## src/shared/dic_pkg.sv

```systemverilog
// constants for the digital input conditioning block
// assumes a single control-cycle clock; one pclk edge is one control cycle
package dic_pkg;
    localparam int unsigned DIC_ADDR_W         = 8;
    localparam int unsigned DIC_DATA_W         = 32;
    localparam int unsigned DIC_GROUP_W        = 4;
    localparam int unsigned DIC_NUM_IN         = 8;
    localparam int unsigned DIC_FILT_W         = 16;
    localparam int unsigned DIC_ALARM_CNT_W    = 3;

    // register byte addresses
    localparam logic [7:0] DIC_OFS_SEL_LOW     = 8'h00;
    localparam logic [7:0] DIC_OFS_SEL_HIGH    = 8'h04;
    localparam logic [7:0] DIC_OFS_FILT        = 8'h08;
    localparam logic [7:0] DIC_OFS_ALARM_FILT  = 8'h0c;
    localparam logic [7:0] DIC_OFS_INVERT1     = 8'h10;
    localparam logic [7:0] DIC_OFS_BUS_VALUE   = 8'h14;
    localparam logic [7:0] DIC_OFS_CONTROL     = 8'h18;
    localparam logic [7:0] DIC_OFS_STATUS      = 8'h1c;
    localparam logic [7:0] DIC_OFS_ACTIVE      = 8'h20;

    // reset values
    localparam logic [3:0]  DIC_RST_SEL_LOW    = 4'h0;
    localparam logic [3:0]  DIC_RST_SEL_HIGH   = 4'h0;
    localparam logic [15:0] DIC_RST_FILT       = 16'h0001;
    localparam logic [15:0] DIC_RST_ALARM_FILT = 16'h0001;
    localparam logic [3:0]  DIC_RST_INVERT1    = 4'h0;
    localparam logic [7:0]  DIC_RST_BUS_VALUE  = 8'h00;

    // setting limits and units
    localparam logic [15:0] DIC_FILT_MAX       = 16'd1000;
    localparam logic [15:0] DIC_ALARM_MAX      = 16'd3;
    localparam int unsigned DIC_ALARM_UNIT     = 2;

    // field positions
    localparam int unsigned DIC_CTRL_RESTART_BIT   = 0;
    localparam int unsigned DIC_STAT_FILTERED_LSB  = 0;
    localparam int unsigned DIC_STAT_RAW_LSB       = 8;
    localparam int unsigned DIC_STAT_ALARM_BIT     = 16;
    localparam int unsigned DIC_STAT_ALARM_RAW_BIT = 17;
    localparam int unsigned DIC_ACT_SEL_LOW_LSB    = 0;
    localparam int unsigned DIC_ACT_SEL_HIGH_LSB   = 4;
    localparam int unsigned DIC_ACT_INVERT_LSB     = 8;
    localparam int unsigned DIC_ACT_PENDING_BIT    = 12;
endpackage
```

## src/rtl/dic_filter.sv

```systemverilog
// one-input glitch filter with a programmable hold count
// assumes raw is synchronous to clk; limit may change at any time
`timescale 1ns/10ps
`default_nettype none
module dic_filter #(
    parameter int unsigned CNT_W = 16
) (
    input  wire logic             clk,
    input  wire logic             rst_n,
    input  wire logic             ce,
    input  wire logic             raw,
    input  wire logic [CNT_W-1:0] limit,
    output logic                  filtered
);
    logic [CNT_W-1:0] held;
    logic [CNT_W-1:0] next_held;
    logic             next_filtered;

    // held counts earlier cycles in which raw already differed
    always_comb begin
        next_held     = held;
        next_filtered = filtered;
        if (raw == filtered) begin
            next_held = '0;
        end else if (held >= limit) begin
            next_filtered = raw;
            next_held     = '0;
        end else begin
            next_held = held + CNT_W'(1);
        end
    end

    always_ff @(posedge clk or negedge rst_n) begin
        if (!rst_n) begin
            held     <= '0;
            filtered <= 1'b0;
        end else if (ce) begin
            held     <= next_held;
            filtered <= next_filtered;
        end
    end
endmodule
`default_nettype wire

```

## src/rtl/dic_top.sv

```systemverilog
// digital input conditioning: source select, inversion, glitch filter, alarm filter
// assumes an apb master on pclk, connector pins synchronous to pclk
//
// The APB slave port and the placing of the registers were left to the implementer.
`timescale 1ns/10ps
`default_nettype none
module dic_top #(
    parameter int unsigned FILT_W  = dic_pkg::DIC_FILT_W,
    parameter int unsigned NUM_IN  = dic_pkg::DIC_NUM_IN
) (
    input  wire logic                            pclk,
    input  wire logic                            presetn,
    input  wire logic                            ce,
    input  wire logic                            psel,
    input  wire logic                            penable,
    input  wire logic                            pwrite,
    input  wire logic [dic_pkg::DIC_ADDR_W-1:0]  paddr,
    input  wire logic [dic_pkg::DIC_DATA_W-1:0]  pwdata,
    output logic      [dic_pkg::DIC_DATA_W-1:0]  prdata,
    output logic                                 pready,
    output logic                                 pslverr,
    input  wire logic [NUM_IN-1:0]               io_connector_in,
    input  wire logic                            alarm_in,
    output logic      [NUM_IN-1:0]               input_filtered,
    output logic                                 alarm_out
);
    import dic_pkg::*;

    localparam int unsigned GW = DIC_GROUP_W;

    // staged settings written by software
    logic [GW-1:0]     sel_low;
    logic [GW-1:0]     sel_high;
    logic [15:0]       filt_cycles;
    logic [15:0]       alarm_filt;
    logic [GW-1:0]     invert1;
    logic [NUM_IN-1:0] bus_value;
    logic [GW-1:0]     next_sel_low;
    logic [GW-1:0]     next_sel_high;
    logic [15:0]       next_filt_cycles;
    logic [15:0]       next_alarm_filt;
    logic [GW-1:0]     next_invert1;
    logic [NUM_IN-1:0] next_bus_value;

    // copies in force, loaded at restart
    logic [GW-1:0]     act_sel_low;
    logic [GW-1:0]     act_sel_high;
    logic [GW-1:0]     act_invert1;
    logic [GW-1:0]     next_act_sel_low;
    logic [GW-1:0]     next_act_sel_high;
    logic [GW-1:0]     next_act_invert1;

    // bus slave
    logic [DIC_DATA_W-1:0] next_prdata;
    logic                  next_pready;
    logic                  next_pslverr;
    logic                  setup;
    logic                  wr_en;
    logic                  addr_ok;
    logic                  restart;
    logic [15:0]           wdata16;

    // datapath
    logic [NUM_IN-1:0] selected;
    logic [NUM_IN-1:0] conditioned;
    logic [NUM_IN-1:0] filt_q;
    logic [FILT_W-1:0] filt_limit;

    // alarm filter
    logic [DIC_ALARM_CNT_W-1:0] alarm_held;
    logic [DIC_ALARM_CNT_W-1:0] next_alarm_held;
    logic [DIC_ALARM_CNT_W-1:0] alarm_limit;
    logic                       next_alarm_out;

    assign setup   = psel && !penable;
    assign wr_en   = psel && penable && pready && pwrite;
    assign wdata16 = pwdata[15:0];
    assign restart = wr_en && (paddr == DIC_OFS_CONTROL) && pwdata[DIC_CTRL_RESTART_BIT];

    always_comb begin
        unique case (paddr)
            DIC_OFS_SEL_LOW, DIC_OFS_SEL_HIGH, DIC_OFS_FILT, DIC_OFS_ALARM_FILT,
            DIC_OFS_INVERT1, DIC_OFS_BUS_VALUE, DIC_OFS_CONTROL, DIC_OFS_STATUS,
            DIC_OFS_ACTIVE: addr_ok = 1'b1;
            default:        addr_ok = 1'b0;
        endcase
    end

    // register writes land at the access edge that completes the transfer
    always_comb begin
        next_sel_low     = sel_low;
        next_sel_high    = sel_high;
        next_filt_cycles = filt_cycles;
        next_alarm_filt  = alarm_filt;
        next_invert1     = invert1;
        next_bus_value   = bus_value;
        if (wr_en) begin
            unique case (paddr)
                DIC_OFS_SEL_LOW: begin
                    next_sel_low = pwdata[GW-1:0];
                end
                DIC_OFS_SEL_HIGH: begin
                    next_sel_high = pwdata[GW-1:0];
                end
                DIC_OFS_FILT: begin
                    next_filt_cycles = (wdata16 > DIC_FILT_MAX) ? DIC_FILT_MAX
                                                                : wdata16;
                end
                DIC_OFS_ALARM_FILT: begin
                    next_alarm_filt = (wdata16 > DIC_ALARM_MAX) ? DIC_ALARM_MAX
                                                                : wdata16;
                end
                DIC_OFS_INVERT1: begin
                    next_invert1 = pwdata[GW-1:0];
                end
                DIC_OFS_BUS_VALUE: begin
                    next_bus_value = pwdata[NUM_IN-1:0];
                end
                default: begin
                end
            endcase
        end
    end

    // restart-only settings are copied into force by a restart command
    always_comb begin
        next_act_sel_low  = act_sel_low;
        next_act_sel_high = act_sel_high;
        next_act_invert1  = act_invert1;
        if (restart) begin
            next_act_sel_low  = sel_low;
            next_act_sel_high = sel_high;
            next_act_invert1  = invert1;
        end
    end

    // read data and handshake, registered
    always_comb begin
        next_prdata  = '0;
        next_pready  = 1'b0;
        next_pslverr = 1'b0;
        if (setup) begin
            next_pready  = 1'b1;
            next_pslverr = !addr_ok;
            if (!pwrite) begin
                unique case (paddr)
                    DIC_OFS_SEL_LOW: begin
                        next_prdata[GW-1:0] = sel_low;
                    end
                    DIC_OFS_SEL_HIGH: begin
                        next_prdata[GW-1:0] = sel_high;
                    end
                    DIC_OFS_FILT: begin
                        next_prdata[15:0] = filt_cycles;
                    end
                    DIC_OFS_ALARM_FILT: begin
                        next_prdata[15:0] = alarm_filt;
                    end
                    DIC_OFS_INVERT1: begin
                        next_prdata[GW-1:0] = invert1;
                    end
                    DIC_OFS_BUS_VALUE: begin
                        next_prdata[NUM_IN-1:0] = bus_value;
                    end
                    DIC_OFS_STATUS: begin
                        next_prdata[DIC_STAT_FILTERED_LSB +: NUM_IN] = filt_q;
                        next_prdata[DIC_STAT_RAW_LSB +: NUM_IN]      = conditioned;
                        next_prdata[DIC_STAT_ALARM_BIT]              = alarm_out;
                        next_prdata[DIC_STAT_ALARM_RAW_BIT]          = alarm_in;
                    end
                    DIC_OFS_ACTIVE: begin
                        next_prdata[DIC_ACT_SEL_LOW_LSB +: GW]  = act_sel_low;
                        next_prdata[DIC_ACT_SEL_HIGH_LSB +: GW] = act_sel_high;
                        next_prdata[DIC_ACT_INVERT_LSB +: GW]   = act_invert1;
                        next_prdata[DIC_ACT_PENDING_BIT] = (act_sel_low != sel_low)
                                                        || (act_sel_high != sel_high)
                                                        || (act_invert1 != invert1);
                    end
                    default: begin
                    end
                endcase
            end
        end
    end

    always_ff @(posedge pclk or negedge presetn) begin
        if (!presetn) begin
            sel_low      <= DIC_RST_SEL_LOW;
            sel_high     <= DIC_RST_SEL_HIGH;
            filt_cycles  <= DIC_RST_FILT;
            alarm_filt   <= DIC_RST_ALARM_FILT;
            invert1      <= DIC_RST_INVERT1;
            bus_value    <= DIC_RST_BUS_VALUE;
            act_sel_low  <= DIC_RST_SEL_LOW;
            act_sel_high <= DIC_RST_SEL_HIGH;
            act_invert1  <= DIC_RST_INVERT1;
            prdata       <= '0;
            pready       <= 1'b0;
            pslverr      <= 1'b0;
        end else if (ce) begin
            sel_low      <= next_sel_low;
            sel_high     <= next_sel_high;
            filt_cycles  <= next_filt_cycles;
            alarm_filt   <= next_alarm_filt;
            invert1      <= next_invert1;
            bus_value    <= next_bus_value;
            act_sel_low  <= next_act_sel_low;
            act_sel_high <= next_act_sel_high;
            act_invert1  <= next_act_invert1;
            prdata       <= next_prdata;
            pready       <= next_pready;
            pslverr      <= next_pslverr;
        end
    end

    // source select per input, then inversion on the low group
    always_comb begin
        selected = io_connector_in;
        for (int i = 0; i < GW; i++) begin
            if (act_sel_low[i]) begin
                selected[i] = bus_value[i];
            end
            if (act_sel_high[i]) begin
                selected[GW+i] = bus_value[GW+i];
            end
        end
        conditioned = selected;
        conditioned[GW-1:0] = selected[GW-1:0] ^ act_invert1;
    end

    assign filt_limit = FILT_W'(filt_cycles);

    // one glitch filter per input, length taken live from the staged register
    for (genvar g = 0; g < NUM_IN; g++) begin : gen_filt
        dic_filter #(
            .CNT_W (FILT_W)
        ) u_filt (
            .clk      (pclk),
            .rst_n    (presetn),
            .ce       (ce),
            .raw      (conditioned[g]),
            .limit    (filt_limit),
            .filtered (filt_q[g])
        );
    end

    // output copy keeps the port on a flip-flop of this module
    always_ff @(posedge pclk or negedge presetn) begin
        if (!presetn) begin
            input_filtered <= '0;
        end else if (ce) begin
            input_filtered <= filt_q;
        end
    end

    // alarm: assert once high for two cycles per setting step, release at once
    assign alarm_limit = DIC_ALARM_CNT_W'(alarm_filt[1:0] * DIC_ALARM_UNIT);

    always_comb begin
        next_alarm_held = '0;
        next_alarm_out  = 1'b0;
        if (alarm_in) begin
            next_alarm_out = (alarm_held >= alarm_limit);
            next_alarm_held = (alarm_held >= alarm_limit) ? alarm_held
                                                          : alarm_held + 3'h1;
        end
    end

    always_ff @(posedge pclk or negedge presetn) begin
        if (!presetn) begin
            alarm_held <= '0;
            alarm_out  <= 1'b0;
        end else if (ce) begin
            alarm_held <= next_alarm_held;
            alarm_out  <= next_alarm_out;
        end
    end
endmodule
`default_nettype wire

```

## config.mk

```make
export PLATFORM = sky130hd
export DESIGN_NAME = dic_top
export DESIGN_NICKNAME = d
export VERILOG_FILES = /design/src/shared/dic_pkg.sv /design/src/rtl/dic_filter.sv /design/src/rtl/dic_top.sv
export SDC_FILE = /design/constraint.sdc
export NUM_CORES = 1
export LEC_CHECK = 0
export BUFFER_PORTS_ARGS = -buffer_cell sky130_fd_sc_hd__clkbuf_2
export CAP_MARGIN = 10
export CORE_MARGIN = 5
export CORE_UTILIZATION = 62
export CTS_CLUSTER_SIZE = 40
export DETAILED_ROUTE_END_ITERATION = 10
export MAX_ROUTING_LAYER = met4
export PLACE_DENSITY = 0.81
export SYNTH_ARGS = -nofsm -noshare
export SYNTH_HDL_FRONTEND = slang
export SYNTH_SLANG_ARGS = --single-unit
```

## constraint.sdc

```tcl
create_clock -name pclk -period 2.8 [get_ports pclk]
set_input_delay 0.42 -clock pclk [delete_from_list [all_inputs] [get_ports pclk]]
set_output_delay 0.42 -clock pclk [all_outputs]
set_load 0.03 [all_outputs]
```

# Word level (Yosys, flattened, before mapping)
# Index checks and enable logic that the tools add are counted.
# word_totals
regBits	232
elab_cells	147
input_bits	55
output_inout_bits	43
# op_classes
add_sub_neg	9
n_lt_le_gt_ge	11
n_reduce_logical	28
eq_ne	20
n_mux	39
n_bitwise	9
# ops
cell	n
two-way mux 16 bit	18
adder 16 x 1 -> 16 bit (second input constant)	8
greater-or-equal comparator 16 bit	8
AND reduction 3 bit	14
two-way mux 18 bit	2
== test 8 x 5 -> 1 bit (second input constant)	4
case mux 4 bit (8 select lines)	1
case mux 4 bit (5 select lines)	1
case mux 5 bit (4 select lines)	1
== test 8 x 4 -> 1 bit (second input constant)	2
greater-than comparator 16 x 10 -> 1 bit (second input constant)	1
greater-than comparator 16 x 2 -> 1 bit (second input constant)	1
two-way mux 1 bit	12
inequality test 4 bit	3
case mux 3 bit (3 select lines)	1
OR reduction 9 bit	1
== test 1 bit	8
== test 8 x 3 -> 1 bit (second input constant)	1
== test 8 x 6 -> 1 bit (second input constant)	1
logical NOT 8 bit	1
NOT 1 bit	8
logical AND 1 bit	6
two-way mux 3 bit	2
AND reduction 2 bit	2
7 further kinds	9

# Depth between registers and ports, before layout
# depth
depth_word	6
mapped_depth	10
ltp_nobuf	8

# By module
# Synthesis repeated with hierarchy kept, for this count alone.
# unflattened
cells_unflattened	1501
area_unflattened_um2	15939.0
# modules_own_cells
mod	instances	seq_area_each_um2	area_per_inst_um2	cells_per_inst
dic_filter	8	425.4	1390.1	135
dic_top	1	2404.8	4818.4	421

# Least setup slack after synthesis
# No wires, ideal clock.
# synth_timing
path_type	register to register
from	reg filt_cycles[9]
to	reg gen_filt[2].u_filt.held[13]
path_stages_with_launch	11
n_path_buf	2
arrival_time_ps	2338
synth_period_minus_slack_ps	2437
setup_slack_ps	363
t_required_ps	2701
setup_time_ps	99
path_cell_list	dfrtp_1 inv_1 ha_1 a21o_1 a221o_1 a221oi_2 and4_1 buf_4 nand2_4 buf_6 o311ai_4
# synth_via
elab_chain_cells	3
# synth_lines
item	line	rtl
start: declaration	dic_top.sv:34	logic [15:0] filt_cycles;
start signal: assignment	dic_top.sv:203	filt_cycles <= next_filt_cycles;
greater-or-equal comparator 16 bit	dic_filter.sv:25	end else if (held >= limit) begin
two-way mux 16 bit	dic_filter.sv:25	
two-way mux 16 bit	dic_filter.sv:23	if (raw == filtered) begin
end signal: assignment	dic_filter.sv:38	held <= next_held;
end: declaration	dic_filter.sv:15	logic [CNT_W-1:0] held;
# Every way passes these cells.
# A chain may end at the register's enable or synchronous reset.

# Worst setup path in the final report
# layout_timing
from	reg filt_cycles[8]
to	reg gen_filt[2].u_filt.held[7]
# The elaborated chain is that of the path after synthesis.

==> results.yml <==
status:
  status: "finished clean"
clocking:
  cts_buffers: 27
  cts_tree: "built"
  cts.sinks: 232
  clockBufferDepth: 3
  cts_setup_buffers: 0
  clkTransAtPathRegs_ps: 60
  worstSkewPairLatency_ps: 540
  htree_levels: 1
  root_buffer: "clkbuf_16"
final_layout:
  syn_to_final_growth_pct: 13.6
  diodes: 0
  layout.nets: 1820
  finish.utilization: 0.716
  drive_gt1_frac: 0.151
die:
  die_area_um2: 27100
  core.rowCount: 56
  die_w_um: 164
  die_height_um: 164
  io_pins: 98
  start_util: 0.630
  core_um2: 23500
placement:
  gp_congestion: 0.951
  place_ws_ps: 47.4
  dpl.hpwl_um: 28100
  numPortBuffers: 67
global_routing:
  grt_antenna_before_repair: 0
  grt_start_max_net_pins: 59
  grt_pass1_vias: 12800
  grt_overflow: 0
  grt_use_total: 0.310
  grt_pass1_wl_um: 65900
critical_path:
  critPathCaptureType: "register"
  crit_family: "compound AO/OA/AOI/OAI gates"
  arrival_ps: 3130
  path_buf_inv: 1
  worstSetupPathType: "reg2reg"
  cp_max_fo: 13
  cpPeakStageDelay_ps: 380
  crit_path_start_kind: "register"
  cp_data_required_time_ps: 3220
  slowest_stage: "dfrtp_1"
  r2r_setup_slack_ps: 80
  crit_chain: "inv_1 -> ha_1 -> a21o_1 -> a221o_1 -> a221oi_2 -> and4_1 -> nand2_4 -> o311ai_1"
timing:
  slew_viol_final: 0
  fin_crit_ps: 2720
  slew_headroom: 0.280
  setup_ws_ps: 84.8
  worstMarginPinSlew_ps: 1060
  final_hold_viol_count: 0
  finalSetupViolCount: 0
  post-route-period-util: 0.970
  clock.fmax_mhz: 368
  fin_skew_ps: 20.0
  fin_setup_tns_ps: 0
  whs_ps: 99.3
routing:
  detail-route-antenna-nets: 0
  vias_per_cell: 6.56
  drtIter0Drc: 1481
  drc_errors: 0
  drt_wl_total_um: 40100
  vias: 12900
  drt_first_pass_iters: 5
  avgRoutedWirePerCell_um: 20.4
pwr:
  finalPower_uw: 8070
  pwr_density_cell_nw_per_um2: 480
  power_leakage_uw: 0.00830
  irDropWorstVdd_mv: 0.481
yosys:
  ys_seq_area_frac: 0.393
  synth_area_leaders: "dfrtp_1 (39%), ha_1 (12%), nand2_1 (3.5%)"
  async_reset_ff_frac: 1.00
  ys_warn_count: 0
  syn_inst: 1520
  synth_edf_count: 0
  synth_top_area_frac: 0.389
  synth.distinct_cells: 80
  mappedNetlistArea_um2: 14800
  syn_area_per_cell_um2: 9.73
  synth_flop_cell: "dfrtp_1"
  synth_seq_cells: 232
  synth.largest_area_cell: "dfrtp_1"
worst_hold_path:
  holdCritPathClass: "in2reg"
flow_run:
  cap_violations: 0
[state kept, by name, indices dropped and copies added (netlist names), 8 cells and up]
signal,count
gen_filt.u_filt.held,128
prdata,18
alarm_filt,16
filt_cycles,16
bus_value,8
gen_filt.u_filt.filtered,8
input_filtered,8
[worst paths after layout]
path	startpoint	endpoint	depth (start not counted)
setup reg to reg	filt_cycles[8]$_DFFE_PN0P_	gen_filt[2].u_filt.held[7]$_DFFE_PN0P_	8
max in group asynchronous	presetn	alarm_filt[0]$_DFFE_PN1P_	3
min in group asynchronous	presetn	gen_filt[0].u_filt.held[14]$_DFFE_PN0P_	2
hold / removal	pwdata[1]	alarm_filt[1]$_DFFE_PN0P_	2
setup / recovery	filt_cycles[8]$_DFFE_PN0P_	gen_filt[2].u_filt.held[7]$_DFFE_PN0P_	8
hold reg to reg	prdata[3]$_DFFE_PN0P_	prdata[3]$_DFFE_PN0P_	1
[cell type report]
cell class                 instances  area (µm²)
clock inverter                     9         155
timing repair buffer             135         936
inverter                          49         184
sequential                       232        5810
fill                            1735        6670
clock buffer                      40         825
multi-input combinational       1181        8490
tap                              319         399
[repair_timing]
item	in CTS	in global routing
hold endpoints to repair	52	0
gates resized for setup	0	6
hold buffers	1	0
endpoints found under the setup margin	0	23
[cells by family after synthesis]
kind of cell               synth area share
buffers and inverters                0.0373
muxes                                0.0430
DFF                                   0.393
and+or+nand+nor                       0.196
AOI/OAI and AO/OA                     0.193
other                              0.000253
xor gates and xnor gates             0.0199
adders and majority gates             0.118
[synthesized netlist by cell type (all sizes together), types with 6 or more instances]
library cell    n
o311ai         24
and2           10
xnor2           9
a221oi         10
or2             7
a211oi          6
nand4          32
nand3          74
a21oi          43
dfrtp         230
nor2b          38
and3           33
buf            39
o21ai          87
a211o          10
nor2           80
nand2b         13
o2bb2ai        37
xor2           22
nor3b          25
a21o           34
and4           14
o31ai          12
nand2         139
o22a           14
o21a           21
mux2           36
inv            49
a2bb2oi         7
nor3           40
nor4           28
mux2i          23
a22oi           9
a31oi           7
a22o           27
clkbuf         32
ha            139
[stage by stage]
stage	std cells	instance area [µm²]
2_1_floorplan	1533	14800
3_3_place_gp	1915	15800
3_5_place_dp	1915	15800
4_1_cts	1965	16800
5_1_grt	1965	16800
6_report	1965	16800
[per-layer routing]
layer	GRT usage	wire, µm
met4	0.106	1360
met2	0.496	18800
met5	-	0
met3	0.0344	2870
met1	0.416	17100
[placed cells by master (no fill, tap or decap), types with 9 or more instances in the layout]
cell type  instances
and4_1            14
a211o_1           10
nand2_1          137
nand4_1           32
o31ai_1           12
nor4_1            27
nor2b_1           38
ha_1             139
nor3b_1           25
xor2_1            22
clkbuf_2          65
xnor2_1            9
nor3_1            36
inv_1             45
and3_1            33
clkbuf_8          10
o22a_1            14
o2bb2ai_1         37
o311ai_0          11
a22oi_1            9
nand2b_1          13
nor2_1            78
conb_1            14
a21o_1            34
buf_4             62
clkbuf_16         27
nand3_1           74
o21a_1            21
a22o_1            27
a21oi_1           43
mux2_2            36
o21ai_0           87
and2_1            10
dfrtp_1          230
mux2i_1           23
[worst reg2reg max path: cells and delay by family (launching register included)]
family	cells	cell delay, ps
AOI/OAI and AO/OA	4	1210
and+or+nand+nor	2	460
DFF	1	380
adders and majority gates	1	300
buffers and inverters	1	240
[where the power goes]
group          leakage (µW)  internal [µW]  switching, µW
sequential          0.00315           3440            112
clock              0.000481           2400           1420
combinational       0.00467            260            441
Power figures use the tool's default switching activity.
